<file path="config.mk">
export PLATFORM = sky130hd
export DESIGN_NAME = aac_ctrl
export DESIGN_NICKNAME = d
export VERILOG_FILES = /design/src/rtl/aac_pkg.sv /design/src/rtl/aac_ctrl.sv /design/src/rtl/aac_sync.sv
export SDC_FILE = /design/constraint.sdc
export NUM_CORES = 1
export LEC_CHECK = 0
export ABC_AREA = 1
export BUFFER_PORTS_ARGS = -buffer_cell sky130_fd_sc_hd__buf_2
export CAP_MARGIN = 20
export CORE_MARGIN = 1
export CORE_UTILIZATION = 45
export DETAILED_ROUTE_END_ITERATION = 10
export PLACE_DENSITY = 0.68
export SLEW_MARGIN = 20
export SYNTH_ARGS = -nofsm -noshare
export SYNTH_HDL_FRONTEND = slang
export SYNTH_HIERARCHICAL = 1
export SYNTH_SLANG_ARGS = --single-unit
</file>
<file path="constraint.sdc">
create_clock -name sys_clk_in -period 2.9 [get_ports sys_clk_in]
set_clock_uncertainty 0.15 [all_clocks]
set_input_delay 0.29 -clock sys_clk_in [delete_from_list [all_inputs] [get_ports sys_clk_in]]
set_output_delay 0.29 -clock sys_clk_in [all_outputs]
set_load 0.1 [all_outputs]
</file>
<file path="src/rtl/aac_pkg.sv">
// shared constants and types for the converter control block
`default_nettype none
package aac_pkg;
    // ----------------------------------------------------------------
    // register map (7-bit front-end addresses)
    // ----------------------------------------------------------------
    localparam int ADDR_W = 7;
    localparam logic [ADDR_W-1:0] CONV_CONTROL_ADDR = 7'h50;
    localparam logic [ADDR_W-1:0] CONV_TIME_ADDR = 7'h51;
    localparam logic [ADDR_W-1:0] RESULT_LO_ADDR = 7'h52;
    localparam logic [ADDR_W-1:0] RESULT_HI_ADDR = 7'h53;
    localparam logic [ADDR_W-1:0] AUTO_MODE_ADDR = 7'h54;
    // ----------------------------------------------------------------
    // field layout
    // ----------------------------------------------------------------
    localparam int CONV_START_BIT = 7;
    localparam int CONV_ENABLE_BIT = 6;
    localparam int IMP_INTEG_START_BIT = 5;
    localparam int CHAN_W = 4;
    localparam logic [7:0] CTRL_WMASK = 8'hef;
    localparam logic [7:0] CTRL_RESET = 8'h00;
    localparam int LEN_SEL_W = 2;
    localparam int AUTO_EN_BIT = 0;
    localparam int RES_HI_W = 7;
    // ----------------------------------------------------------------
    // channel codes and one-hot mux lines
    // ----------------------------------------------------------------
    localparam int NUM_CHAN = 7;
    localparam logic [CHAN_W-1:0] CH_EXT_FIRST = 4'h0;
    localparam logic [CHAN_W-1:0] CH_EXT_SECOND = 4'h1;
    localparam logic [CHAN_W-1:0] CH_CELL_MON = 4'h6;
    localparam logic [CHAN_W-1:0] CH_TEMP = 4'h7;
    localparam logic [CHAN_W-1:0] CH_GROUND = 4'ha;
    localparam logic [CHAN_W-1:0] CH_CORE_REF = 4'hb;
    localparam logic [CHAN_W-1:0] CH_PULLUP = 4'hd;
    localparam logic [NUM_CHAN-1:0] SEL_EXT_FIRST = 7'h01;
    localparam logic [NUM_CHAN-1:0] SEL_EXT_SECOND = 7'h02;
    localparam logic [NUM_CHAN-1:0] SEL_CELL_MON = 7'h04;
    localparam logic [NUM_CHAN-1:0] SEL_TEMP = 7'h08;
    localparam logic [NUM_CHAN-1:0] SEL_GROUND = 7'h10;
    localparam logic [NUM_CHAN-1:0] SEL_CORE_REF = 7'h20;
    localparam logic [NUM_CHAN-1:0] SEL_PULLUP = 7'h40;
    // ----------------------------------------------------------------
    // conversion timing
    // ----------------------------------------------------------------
    localparam int OSC_DIV = 4;
    localparam int DIV_W = 2;
    localparam int CONV_BASE_CYC = 1024;
    localparam int LEN_W = 14;
    localparam int RES_W = 15;
    localparam logic [RES_W-1:0] RES_MAX = 15'h7fff;
    localparam int SCALE_W = 19;
    localparam int SCALE_TOP = 5;
    localparam int CLK_PERIOD_NS = 40;
    localparam int START_DELAY_US = 60;
    localparam int START_DELAY_CYC =
        (START_DELAY_US * 1000 + CLK_PERIOD_NS - 1) / CLK_PERIOD_NS;
    localparam int WAIT_W = 11;
    // ----------------------------------------------------------------
    // serial link framing
    // ----------------------------------------------------------------
    localparam int SER_FRAME_BITS = 16;
    localparam int SER_CMD_BITS = 8;
    localparam int SER_WR_FLAG = 15;
    localparam int BIT_CNT_W = 5;
    localparam int IDLE_W = 8;
    localparam logic [IDLE_W-1:0] SER_IDLE_CYC = 8'hff;
    localparam int SYNC_W = 4;
    // ----------------------------------------------------------------
    // state
    // ----------------------------------------------------------------
    typedef enum logic [2:0] {
        ST_IDLE = 3'b001,
        ST_WAIT = 3'b010,
        ST_CONV = 3'b100
    } aac_fsm_t;

    typedef struct packed {
        aac_fsm_t fsm;
        logic [7:0] ctrl;
        logic [LEN_SEL_W-1:0] len_sel;
        logic auto_en;
        logic [RES_W-1:0] result;
        logic done;
        logic [NUM_CHAN-1:0] chan_sel;
        logic [WAIT_W-1:0] wait_cnt;
        logic osc_prev;
        logic [DIV_W-1:0] div;
        logic [LEN_W-1:0] tick_cnt;
        logic [LEN_W-1:0] ones;
        logic sck_prev;
        logic [BIT_CNT_W-1:0] bit_cnt;
        logic [SER_FRAME_BITS-1:0] shift;
        logic [7:0] tx;
        logic [IDLE_W-1:0] idle;
    } aac_state_t;

    localparam aac_state_t STATE_RESET = '{
        fsm: ST_IDLE,
        ctrl: CTRL_RESET,
        chan_sel: SEL_EXT_FIRST,
        default: '0
    };
endpackage
`default_nettype wire

</file>
<file path="src/rtl/aac_ctrl.sv">
// converter control: serial register access, sequencing, result capture
//
// Behaviour
// RQ1 - converter clock is the front-end oscillator divided by four
// RQ2 - each result is a 15-bit delta-sigma value
// RQ3 - conversion lasts 1024, 2048, 4096 or 8192 converter clocks
// RQ4 - time field 00/01/10/11 selects 1/2/4/8 ms
// RQ5 - conversion starts only from a software write (automatic mode also restarts it at each completion)
// RQ6 - exactly one of seven sources is routed per conversion
// RQ7 - completed value is written to the data registers at the end
// RQ8 - automatic mode repeats conversions on the chosen channel unprompted
// RQ9 - an interrupt request is raised when a conversion completes
// RQ10 - impedance current sampling runs in step with the conversion
// RQ11 - control register is reached only over the three-wire link
// RQ12 - control register at 0x50: start, enable, imp start, zero, channel
// RQ13 - control register clears to 0x00 on reset
// RQ14 - channel codes map to the seven sources; others not written
// RQ15 - integrator runs while its start bit is 1, stops at 0
// RQ16 - converter is disabled while enable is 0
// RQ17 - converter is stopped while start is 0
// RQ18 - start clears on completion; software rewrites 0 then 1 (start stays set in automatic mode)
// RQ19 - enable and start set together delay start by 60 us
// RQ20 - controller waits 2 ms after oscillator start before use (the bench starts serial access about 1 us after it)
// RQ21 - previous result is held until the next completion
// RQ22 - start is ignored and stays 0 while enable is 0
`default_nettype none
module aac_ctrl (
    // clock, reset, enable
    input wire logic sys_clk_in,
    input wire logic sys_rst_in,
    input wire logic ce_in,
    // three-wire serial link
    input wire logic mcu_serial_clk_in,
    input wire logic mcu_serial_data_in,
    output logic mcu_serial_data_out,
    // analog side
    input wire logic frontend_osc_clock_in,
    input wire logic modulator_bit_in,
    output logic [aac_pkg::NUM_CHAN-1:0] chan_sel_out,
    output logic conv_active_out,
    output logic [aac_pkg::RES_W-1:0] conv_result_out,
    output logic conv_irq_out,
    // impedance integrator
    output logic imp_integ_run_out,
    output logic imp_window_out
);
    import aac_pkg::*;

    // ------------------------------------------------------------
    // declarations
    // ------------------------------------------------------------
    aac_state_t st_reg;
    aac_state_t st_next;
    logic [SYNC_W-1:0] sync_vec;
    logic sy_sck;
    logic sy_si;
    logic sy_osc;
    logic sy_mod;
    logic conv_tick;
    logic [LEN_W-1:0] len_last;
    logic last_tick;

    function automatic logic [NUM_CHAN-1:0] chan_decode(
        input logic [CHAN_W-1:0] code
    );
        logic [NUM_CHAN-1:0] sel;
        sel = SEL_GROUND;
        case (code)
            CH_EXT_FIRST: sel = SEL_EXT_FIRST;
            CH_EXT_SECOND: sel = SEL_EXT_SECOND;
            CH_CELL_MON: sel = SEL_CELL_MON;
            CH_TEMP: sel = SEL_TEMP;
            CH_GROUND: sel = SEL_GROUND;
            CH_CORE_REF: sel = SEL_CORE_REF;
            CH_PULLUP: sel = SEL_PULLUP;
            default: sel = SEL_GROUND;
        endcase
        return sel;
    endfunction

    function automatic logic [7:0] read_mux(
        input aac_state_t s,
        input logic [ADDR_W-1:0] addr
    );
        logic [7:0] d;
        d = 8'h00;
        case (addr)
            CONV_CONTROL_ADDR: d = s.ctrl;
            CONV_TIME_ADDR: d = {6'h00, s.len_sel};
            RESULT_LO_ADDR: d = s.result[7:0];
            RESULT_HI_ADDR: d = {1'b0, s.result[RES_W-1:8]};
            AUTO_MODE_ADDR: d = {7'h00, s.auto_en};
            default: d = 8'h00;
        endcase
        return d;
    endfunction

    // ------------------------------------------------------------
    // input synchronisers
    // ------------------------------------------------------------
    aac_sync #(
        .W(SYNC_W)
    ) u_sync (
        .sys_clk_in(sys_clk_in),
        .sys_rst_in(sys_rst_in),
        .ce_in(ce_in),
        .async_in({modulator_bit_in, frontend_osc_clock_in,
                   mcu_serial_data_in, mcu_serial_clk_in}),
        .sync_out(sync_vec)
    );
    assign {sy_mod, sy_osc, sy_si, sy_sck} = sync_vec;

    // ------------------------------------------------------------
    // next state
    // ------------------------------------------------------------
    // RQ1 divide by four
    assign conv_tick = sy_osc && !st_reg.osc_prev &&
        (st_reg.div == DIV_W'(OSC_DIV - 1));
    // RQ3 RQ4 length select
    assign len_last = LEN_W'((CONV_BASE_CYC << st_reg.len_sel) - 1);
    assign last_tick = conv_tick && (st_reg.tick_cnt == len_last);

    always_comb
    begin
        logic wr_en;
        logic [ADDR_W-1:0] wr_addr;
        logic [7:0] wr_data;
        logic [7:0] new_ctrl;
        logic go_now;
        logic go_wait;
        logic begin_conv;
        logic [LEN_W-1:0] ones_new;
        logic [SCALE_W-1:0] scaled;
        wr_en = 1'b0;
        wr_addr = '0;
        wr_data = 8'h00;
        new_ctrl = st_reg.ctrl;
        go_now = 1'b0;
        go_wait = 1'b0;
        begin_conv = 1'b0;
        ones_new = st_reg.ones + LEN_W'(sy_mod);
        scaled = SCALE_W'(ones_new) << (SCALE_TOP - int'(st_reg.len_sel));
        st_next = st_reg;
        st_next.done = 1'b0;
        st_next.osc_prev = sy_osc;
        st_next.sck_prev = sy_sck;
        if (sy_osc && !st_reg.osc_prev)
        begin
            st_next.div = st_reg.div + DIV_W'(1);
        end
        // RQ11 serial frame receive
        if (sy_sck && !st_reg.sck_prev)
        begin
            st_next.idle = '0;
            st_next.shift = {st_reg.shift[SER_FRAME_BITS-2:0], sy_si};
            if (st_reg.bit_cnt == BIT_CNT_W'(SER_FRAME_BITS - 1))
            begin
                st_next.bit_cnt = '0;
                wr_en = st_next.shift[SER_WR_FLAG];
                wr_addr = st_next.shift[SER_FRAME_BITS-2:SER_CMD_BITS];
                wr_data = st_next.shift[7:0];
            end
            else
            begin
                st_next.bit_cnt = st_reg.bit_cnt + BIT_CNT_W'(1);
            end
        end
        else if (st_reg.bit_cnt != '0)
        begin
            if (st_reg.idle == SER_IDLE_CYC)
            begin
                st_next.bit_cnt = '0;
                st_next.idle = '0;
            end
            else
            begin
                st_next.idle = st_reg.idle + IDLE_W'(1);
            end
        end
        // RQ11 serial read data out
        if (!sy_sck && st_reg.sck_prev)
        begin
            if (st_reg.bit_cnt == BIT_CNT_W'(SER_CMD_BITS))
            begin
                st_next.tx = read_mux(st_reg, st_reg.shift[ADDR_W-1:0]);
            end
            else if (st_reg.bit_cnt > BIT_CNT_W'(SER_CMD_BITS))
            begin
                st_next.tx = {st_reg.tx[6:0], 1'b0};
            end
        end
        // RQ12 register writes
        if (wr_en)
        begin
            case (wr_addr)
                CONV_CONTROL_ADDR:
                begin
                    new_ctrl = wr_data & CTRL_WMASK;
                    // RQ22 start needs enable
                    if (!new_ctrl[CONV_ENABLE_BIT])
                    begin
                        new_ctrl[CONV_START_BIT] = 1'b0;
                    end
                    // RQ5 RQ18 software rising start
                    if (new_ctrl[CONV_START_BIT] &&
                        !st_reg.ctrl[CONV_START_BIT])
                    begin
                        go_now = st_reg.ctrl[CONV_ENABLE_BIT];
                        go_wait = !st_reg.ctrl[CONV_ENABLE_BIT];
                    end
                    st_next.ctrl = new_ctrl;
                end
                CONV_TIME_ADDR: st_next.len_sel = wr_data[LEN_SEL_W-1:0];
                AUTO_MODE_ADDR: st_next.auto_en = wr_data[AUTO_EN_BIT];
                default: st_next.len_sel = st_next.len_sel;
            endcase
        end
        // sequencing
        unique case (st_reg.fsm)
            ST_IDLE:
            begin
                begin_conv = go_now;
                // RQ19 enable and start together
                if (go_wait)
                begin
                    st_next.fsm = ST_WAIT;
                    st_next.wait_cnt = '0;
                end
            end
            ST_WAIT:
            begin
                // RQ19 60 us delay
                if (st_reg.wait_cnt == WAIT_W'(START_DELAY_CYC - 1))
                begin
                    begin_conv = 1'b1;
                end
                else
                begin
                    st_next.wait_cnt = st_reg.wait_cnt + WAIT_W'(1);
                end
            end
            ST_CONV:
            begin
                if (conv_tick)
                begin
                    st_next.tick_cnt = st_reg.tick_cnt + LEN_W'(1);
                    st_next.ones = ones_new;
                end
                // RQ2 RQ7 capture result
                if (last_tick)
                begin
                    st_next.result = (scaled > SCALE_W'(RES_MAX)) ?
                        RES_MAX : scaled[RES_W-1:0];
                    // RQ9 completion request
                    st_next.done = 1'b1;
                    // RQ8 automatic repeat
                    if (st_reg.auto_en)
                    begin
                        begin_conv = 1'b1;
                    end
                    else
                    begin
                        // RQ18 self clear
                        st_next.ctrl[CONV_START_BIT] = 1'b0;
                        st_next.fsm = ST_IDLE;
                    end
                end
            end
        endcase
        // RQ6 RQ14 route one source
        if (begin_conv)
        begin
            st_next.fsm = ST_CONV;
            st_next.tick_cnt = '0;
            st_next.ones = '0;
            st_next.chan_sel = chan_decode(st_next.ctrl[CHAN_W-1:0]);
        end
        // RQ16 RQ17 disable or stop
        if (!st_next.ctrl[CONV_ENABLE_BIT] ||
            !st_next.ctrl[CONV_START_BIT])
        begin
            st_next.fsm = ST_IDLE;
        end
    end

    // ------------------------------------------------------------
    // state register
    // ------------------------------------------------------------
    always_ff @(posedge sys_clk_in)
    begin
        // RQ13 reset clear
        if (sys_rst_in)
        begin
            st_reg <= STATE_RESET;
        end
        else if (ce_in)
        begin
            st_reg <= st_next;
        end
    end

    // ------------------------------------------------------------
    // outputs
    // ------------------------------------------------------------
    assign mcu_serial_data_out = st_reg.tx[7];
    assign chan_sel_out = st_reg.chan_sel;
    assign conv_active_out = (st_reg.fsm == ST_CONV);
    assign conv_result_out = st_reg.result;
    assign conv_irq_out = st_reg.done;
    // RQ15 integrator run
    assign imp_integ_run_out = st_reg.ctrl[IMP_INTEG_START_BIT];
    // RQ10 synchronous window
    assign imp_window_out = st_reg.ctrl[IMP_INTEG_START_BIT] &&
        conv_active_out;
endmodule
`default_nettype wire

</file>
<file path="src/rtl/aac_sync.sv">
// two-flop synchroniser for inputs from outside the clock domain
`default_nettype none
module aac_sync #(
    parameter int W = 1
) (
    // clock, reset, enable
    input wire logic sys_clk_in,
    input wire logic sys_rst_in,
    input wire logic ce_in,
    // levels
    input wire logic [W-1:0] async_in,
    output logic [W-1:0] sync_out
);
    typedef struct packed {
        logic [W-1:0] meta;
        logic [W-1:0] stable;
    } aac_sync_state_t;

    aac_sync_state_t s_reg;
    aac_sync_state_t s_next;

    always_comb
    begin
        s_next = s_reg;
        s_next.meta = async_in;
        s_next.stable = s_reg.meta;
    end

    always_ff @(posedge sys_clk_in)
    begin
        if (sys_rst_in)
        begin
            s_reg <= '0;
        end
        else if (ce_in)
        begin
            s_reg <= s_next;
        end
    end

    assign sync_out = s_reg.stable;
endmodule
`default_nettype wire

</file>
==> results of run 1 <==
[per-stage QoR]
step	utilization, %	hold slack, ps	area (um^2)
after floorplan	-	278	6690
after global placement	47.1	301	6850
after detailed placement	47.1	306	6850
after CTS	51.5	0.269	7490
after global routing	51.5	25.2	7490
final	51.5	13.3	7490
[area by class of cell]
type,count,area [um^2]
flip-flops and latches,123,2460
repair buffers,43,240
clock inverters,7,135
clock buffers,24,502
inverters,143,546
well taps,184,230
multi-input cells,669,3370
fillers,1456,7050
[path summary, 6_finish.rpt]
path | start | endpoint | slack [ps] | cells after the start
max | st_reg[33] | chan_sel_out[4] | 460 | 12
min | modulator_bit_in | u_sync/s_next[3] | 10 | 5
max reg2reg | st_reg[33] | chan_sel_out[4] | 460 | 12
min reg2reg | st_reg[7] | st_reg[7] | 310 | 2
[worst reg2reg max path: stages (launching register included)]
cell,delay [ps]
dfxtp_1,350
ha_1,190
nand2_2,90
nor2_4,220
nand3_2,120
nand2_2,130
nor2_8,60
o21ai_0,450
inv_1,150
nor3_1,200
nor2_1,80
nand4_1,70
nand2_1,60
[metal layers]
metal	part of all wire, %	track usage, %	up-vias
met5	0	0	-
met3	5.7	5.45	16
met2	43	33.9	157
met1	50	30.3	2717
met4	1.2	6.70	0
li1	-	-	3207
[kinds of logic after synthesis]
| kind of cell | Yosys count |
|---|---|
| fa+ha+maj | 8 |
| xor+xnor | 16 |
| simple gates | 455 |
| mux | 1 |
| flops | 123 |
| compound gates | 189 |
| buf+inv | 193 |
[synth_stat cells (all sizes together), types with 2 or more instances]
cell | instances | share of area, %
o22ai | 3 | 0.28
xor2 | 14 | 1.8
buf | 32 | 3.7
nand4 | 20 | 1.9
or2 | 5 | 0.47
a211oi | 8 | 0.90
clkbuf | 18 | 1.0
a31oi | 10 | 0.93
xnor2 | 2 | 0.26
o221ai | 4 | 0.52
nor2 | 105 | 7.0
nand3 | 56 | 4.3
nand2 | 238 | 15
nor4 | 3 | 0.37
inv | 141 | 8.0
o21ai | 74 | 5.7
o211ai | 2 | 0.22
ha | 8 | 1.5
clkinv | 2 | 0.13
a21oi | 80 | 6.0
o21a | 4 | 0.45
dfxtp | 123 | 37
nor3 | 25 | 2.2
[power breakdown]
group | switching, mW | internal [mW]
Sequential | 0.0254 | 1.73
Combinational | 0.162 | 0.0619
Clock | 0.726 | 1.54
Total | 0.913 | 3.33
==> reports/qor.yml, run 1 <==
global_route_wire_length_before_repair_mm: 26.2
cts_htree_levels: 4
post_synth_inst_count: 985
dr.first_iter.drc_count: 477
path_clk_slew_ps: 50
critical_path.startpoint_type: "register"
number_of_clock_buffers_inserted_by_tritoncts: 17
tritoncts_clock_tree: "done"
boundaryPins: 34
mostFrequentLayoutCells: "nand2_1, inv_1, dfxtp_1, nor2_1, a21oi_1"
antenna_found_initial: 0
netlist_area_um2: 6690
largest_register_ffs: 90
post_cts_buffers: 0
final_layout_size_suffix_gt1_share_pct: 11.6
power.density_nw_per_um2: 567
synth_compound_gate_area_share_pct: 15.5
number_of_enable_type_register_cells_in_the_synthesized_netlist: 0
place_congestion: 0.866
cpMostUsedCell: "nand2_2"
cp_slowest_stage_delay_ps: 450
grt.overflow.total: 0
worstMarginPinSlew_ps: 588
synth.net_count: 1000
timing.critical_path.fanout_max: 10
post_synth_xor_area_fraction_pct: 2.09
yosysWarningCount: 6
final-max-slew-violation-count: 0
critical_path.top_delay_family: "simple AND/OR/NAND/NOR gates"
buffer_ports.inserted: 33
fin_ws_ps: 460
mostFrequentLayoutCell: "nand2_1"
first_global_vias: 5494
timing.critical_path.cells: "ha_1, nand2_2, nor2_4, nand3_2, nand2_2, nor2_8, o21ai_0, inv_1, nor3_1, nor2_1, nand4_1, nand2_1"
dp_slack_ps: 487
cts_buffer_depth: 2
end_kind: "register"
numPlacedInstances: 1162
postSynthRegisterBits: 123
ys_seq_area_share_pct: 36.8
clock-root-buffer: "clkbuf_16"
critical_path.slowest_cell: "o21ai_0"
synth_top_family_by_area: "simple AND/OR/NAND/NOR gates"
holdCritPathClass: "primary input to register"
report.power.total_mw: 4.24
syn_avg_cell_area_um2: 6.79
cap_viol_max_count: 0
post_synth_num_cell_types: 50
path_buf_inv: 1
p_leak_nw: 3.15
area_growth_syn_to_layout_pct: 11.9
dp.final_hpwl_mm: 11.2
detailroute.via_count: 6097
yosys-mux-area-fraction_pct: 0.150
clk-insertion-delay-late_ps: 420
synthFlopType: "dfxtp_1"
detail_route.first_pass.iterations: 5
grt.total_usage_pct: 22.0
core_area_um2: 14500
num_antenna_cells: 0
finalWorstPathRequiredPeriod_ps: 2440
fin_nets: 1012
post_synth_and_or_nand_nor_area_fraction_pct: 31.1
ir_drop_mv: 0.395
timing.final.crit_share_pct: 84.1
routed_via_density: 5.11
synth-adder-area-share_pct: 1.50
cts.sink_count: 123
cts.hold.buffers_added: 0
die-width_um: 124
dieArea_um2: 15400
drcViolationCount: 0
timing.slew.headroom_pct: 60.8
fmaxAchievable_mhz: 410
finalSetupViolCount: 0
initial_utilization_pct: 46.0
instances_no_fill: 1193
synth-async-reset-ratio_pct: 0
grt_start_max_net_pins: 49
core.rowCount: 44
timing_worst_setup_path_type: "register to register"
crit_arrival_ps: 2600
rsz0062_at_grt: "no"
floorplan.die.height_um: 124
cp_data_required_time_ps: 3060
detail_route.wl_per_cell_um: 13.1
cts-resized-gates: 0
setup_total_negative_slack_ps: 0
antenna_left: 0
finalHoldViolations: 0
wl_mm: 15.6
status: "completed"
Power figures use the tool's default switching activity.
==> inputs of run 2 (changes only) <==
--- a/config.mk
+++ b/config.mk
@@ -5,7 +5,7 @@
 export SDC_FILE = /design/constraint.sdc
 export NUM_CORES = 1
 export LEC_CHECK = 0
-export ABC_AREA = 1
+export ABC_AREA = 0
 export BUFFER_PORTS_ARGS = -buffer_cell sky130_fd_sc_hd__buf_2
 export CAP_MARGIN = 20
 export CORE_MARGIN = 1
==> constraint.sdc (replaced) <==
create_clock -name sys_clk_in -period 2.3 [get_ports sys_clk_in]
set_clock_uncertainty 0.15 [all_clocks]
set_input_delay 0.23 -clock sys_clk_in [delete_from_list [all_inputs] [get_ports sys_clk_in]]
set_output_delay 0.23 -clock sys_clk_in [all_outputs]
set_load 0.1 [all_outputs]
==> run 2 against run 1 <==
  * The flow now finishes with violations (setup timing)
  * Largest power group unchanged
  * Final cell count fell by 4.9%
  * Utilization rose by 12 points
  * Clock power rose by 19%
  * Wire length rose by 23%
  * Count of clock-buffer cells in the layout fell by 4
  * Global-route usage rose by 2.5 points
  * Hold slack improved by 150 ps
  * Sequential share of layout area fell by 5.3 points
  * Total power rose by 18%
  * Combinational power fell by 29%
  * First-iteration DRC count rose by 37%
==> reports/qor.yml, run 2 <==
largest_register_ffs: 90  # unchanged
p_leak_nw: 3.48  # was 3.15 nW
critical_path.startpoint_type: "register"  # unchanged
timing.critical_path.fanout_max: 5  # was 10
mostFrequentLayoutCells: "buf_4, dfxtp_1, nand2_1, nor2_1, a21oi_1"  # was nand2_1, inv_1, dfxtp_1, nor2_1, a21oi_1
cp_data_required_time_ps: 2500  # was 3060 ps
path_clk_slew_ps: 50  # about the same
ys_seq_area_share_pct: 37.2  # was 36.8%
core_area_um2: 14100  # was 14,500 um^2
reg2reg_depth: 7  # was 12
grt.total_usage_pct: 24.5  # was 22.0%
critical_path.slowest_cell: "or4bb_4"  # was o21ai_0
grt_start_max_net_pins: 57  # was 49
critical_path_startpoint: "st_reg[25]"  # was st_reg[33]
clk-insertion-delay-late_ps: 420  # about the same
post_synth_num_cell_types: 74  # was 50
dpl-instance-area_um2: 7580  # was 6850 um^2
endpoint: "st_reg[65]"  # was chan_sel_out[4]
drcViolationCount: 0  # unchanged
cts.sink_count: 123  # unchanged
critical_path_cell_count: 7  # was 12
power.density_nw_per_um2: 557  # was 567 nW/um^2
boundaryPins: 34  # unchanged
end_kind: "register"  # unchanged
die-width_um: 123  # was 124 um
ff2ff_setup_slack_ps: -220  # was 460 ps
cp_slowest_stage_delay_ps: 540  # was 450 ps
num_antenna_cells: 0  # unchanged
timing_worst_setup_path_type: "register to register"  # unchanged
finalSetupViolCount: 44  # was 0
finalWorstPathRequiredPeriod_ps: 2520  # was 2440 ps
ir_drop_mv: 0.627  # was 0.395 mV
critical_path.top_delay_family: "simple AND/OR/NAND/NOR gates"  # unchanged
antenna_left: 0  # unchanged
detail_route.wl_per_cell_um: 16.9  # was 13.1 um
synth-async-reset-ratio_pct: 0  # unchanged
floorplan.die.height_um: 123  # was 124 um
timing.final.crit_share_pct: 109  # was 84.1%
fin_worst_hold_slack_ps: 168  # was 13.3 ps
first_global_vias: 5782  # was 5,494
netlist_top_cells_area: "dfxtp_1, a21oi_1, nand2_1"  # was dfxtp_1, nand2_1, inv_1
number_of_clock_buffers_inserted_by_tritoncts: 17  # unchanged
path_buf_inv: 1  # unchanged
detail_route.first_pass.iterations: 5  # unchanged
worst_r2r_endpoint: "st_reg[65]"  # was chan_sel_out[4]
number_of_enable_type_register_cells_in_the_synthesized_netlist: 0  # unchanged
area_growth_syn_to_layout_pct: 35.7  # was 11.9%
netlist_area_um2: 6620  # was 6690 um^2
post_synth_inst_count: 824  # was 985
timing.critical_path.cells: "or4bb_4, nor4_4, a21o_2, o211ai_4, buf_12, or4_1, a21oi_1"  # was ha_1, nand2_2, nor2_4, nand3_2, nand2_2, nor2_8, o21ai_0, inv_1, nor3_1, nor2_1, nand4_1, nand2_1
buffer_ports.inserted: 33  # unchanged
global_route_wire_length_before_repair_mm: 28.7  # was 26.2 mm
cap_viol_max_count: 0  # unchanged
routed_via_density: 5.81  # was 5.11
synth_top_area_cell: "dfxtp_1"  # unchanged
final-max-slew-violation-count: 0  # unchanged
failed_checks: "setup timing"
detailroute.via_count: 6589  # was 6,097
fin_nets: 957  # was 1,012
synth_most_common_cell: "dfxtp_1"  # was nand2_1
cts_htree_levels: 4  # unchanged
holdCritPathClass: "primary input to register"  # unchanged
post-route-cell-area_um2: 8980  # was 7490 um^2
r2r-start: "st_reg[25]"  # was st_reg[33]
antenna_found_initial: 0  # unchanged
crit_arrival_ps: 2720  # was 2600 ps
numPlacedInstances: 1076  # was 1,162
grt.overflow.total: 0  # unchanged
mostFrequentLayoutCell: "buf_4"  # was nand2_1
fmaxAchievable_mhz: 397  # was 410 MHz
instances_no_fill: 1135  # was 1,193
dr.first_iter.drc_count: 653  # was 477
synthFlopType: "dfxtp_1"  # unchanged
syn_avg_cell_area_um2: 8.03  # was 6.79 um^2
wl_mm: 19.1  # was 15.6 mm
dp.final_hpwl_mm: 12.2  # was 11.2 mm
final_layout_size_suffix_gt1_share_pct: 32.1  # was 11.6%
synth.net_count: 839  # was 1,000
tritoncts_clock_tree: "done"  # unchanged
status: "complete, but fails checks"  # was completed
yosysWarningCount: 6  # unchanged
synth_top_area_share_pct: 37.2  # was 36.8%
post_synth_most_frequent_cells: "dfxtp_1, nand2_1, nor2_1"  # was nand2_1, inv_1, dfxtp_1
place_congestion: 0.884  # was 0.866
core.rowCount: 43  # was 44
postSynthRegisterBits: 123  # unchanged
dieArea_um2: 15200  # was 15,400 um^2
timing.slew.headroom_pct: 42.5  # was 60.8%
initial_utilization_pct: 47.0  # was 46.0%
finalHoldViolations: 0  # unchanged
fin_ws_ps: -218  # was 460 ps
rsz0062_at_grt: "yes"  # was no
clock-root-buffer: "clkbuf_16"  # unchanged
worstMarginPinSlew_ps: 861  # was 588 ps
cts_buffer_depth: 2  # unchanged
## run 2: layer usage
layer	share of wire [%]	routed length [um]	global-route usage, %
met1	45	8690	32.6
met2	47	8940	38.9
met3	6.3	1200	6.09
met4	1.7	319	7.91
met5	0	0	0
## run 2: cell families after synthesis
family	Yosys count	share of synthesized area, %
multiplexers	36	5.73
AND/OR/NAND/NOR	331	25.5
buffers and inverters	92	6.94
AO/OA/AOI/OAI	206	19.4
adder cells (fa/ha/maj)	8	1.51
flip-flops	123	37.2
XOR/XNOR	28	3.70
## run 2: layout make-up
cell class | instances | area (um^2)
multi-input cells | 609 | 4210
inverters | 13 | 48.8
well taps | 180 | 225
flip-flops and latches | 123 | 2480
clock inverters | 12 | 148
clock buffers | 20 | 447
fillers | 1169 | 5110
repair buffers | 178 | 1430
## run 2: repair_timing
action,4_1_cts,5_1_grt
hold endpoints to repair,4,0
pin swaps,17,40
resized for setup,33,87
hold buffers,4,0
gates cloned,2,2
setup endpoints to repair,64,65
buffers inserted,8,12
## run 2: worst min-delay path by stage
stage	startpoint	endpoint	slack, ps	cells after the start
2_1_floorplan	mcu_serial_clk_in	u_sync/s_next[0]	230	2
3_3_place_gp	chan_sel_out[6]	chan_sel_out[6]	300	2
3_5_place_dp	chan_sel_out[1]	chan_sel_out[1]	310	2
4_1_cts	ce_in	st_reg[115]	150	3
5_1_grt	ce_in	st_reg[107]	170	3
6_report	ce_in	st_reg[112]	170	4
## run 2: power breakdown
group	switching (mW)	leakage, nW	total, mW	internal, mW
clock network	0.969	0.290	2.69	1.72
logic	0.101	2.19	0.160	0.0597
registers	0.0136	0.997	2.16	2.14
total	1.08	3.48	5.01	3.92
## run 2: through the flow
| stage | total power, mW | setup slack, ps | utilization (%) | TNS, ps |
|---|---|---|---|---|
| after CTS | 5.03 | -181 | 60.3 | -2150 |
| after floorplan | 2.28 | 22.0 | - | 0 |
| final | 5.01 | -218 | 63.7 | -3640 |
| after global placement | 2.33 | -164 | 53.8 | -4570 |
| after detailed placement | 2.34 | -215 | 53.8 | -5880 |
| after global routing | 5.16 | -296 | 63.7 | -8100 |
## run 2: worst register-to-register path, stage by stage, from the launching register on
cell and delay [ps]:
dfxtp_2 310, or4bb_4 540, nor4_4 290, a21o_2 230
o211ai_4 130, buf_12 160, or4_1 510, a21oi_1 130
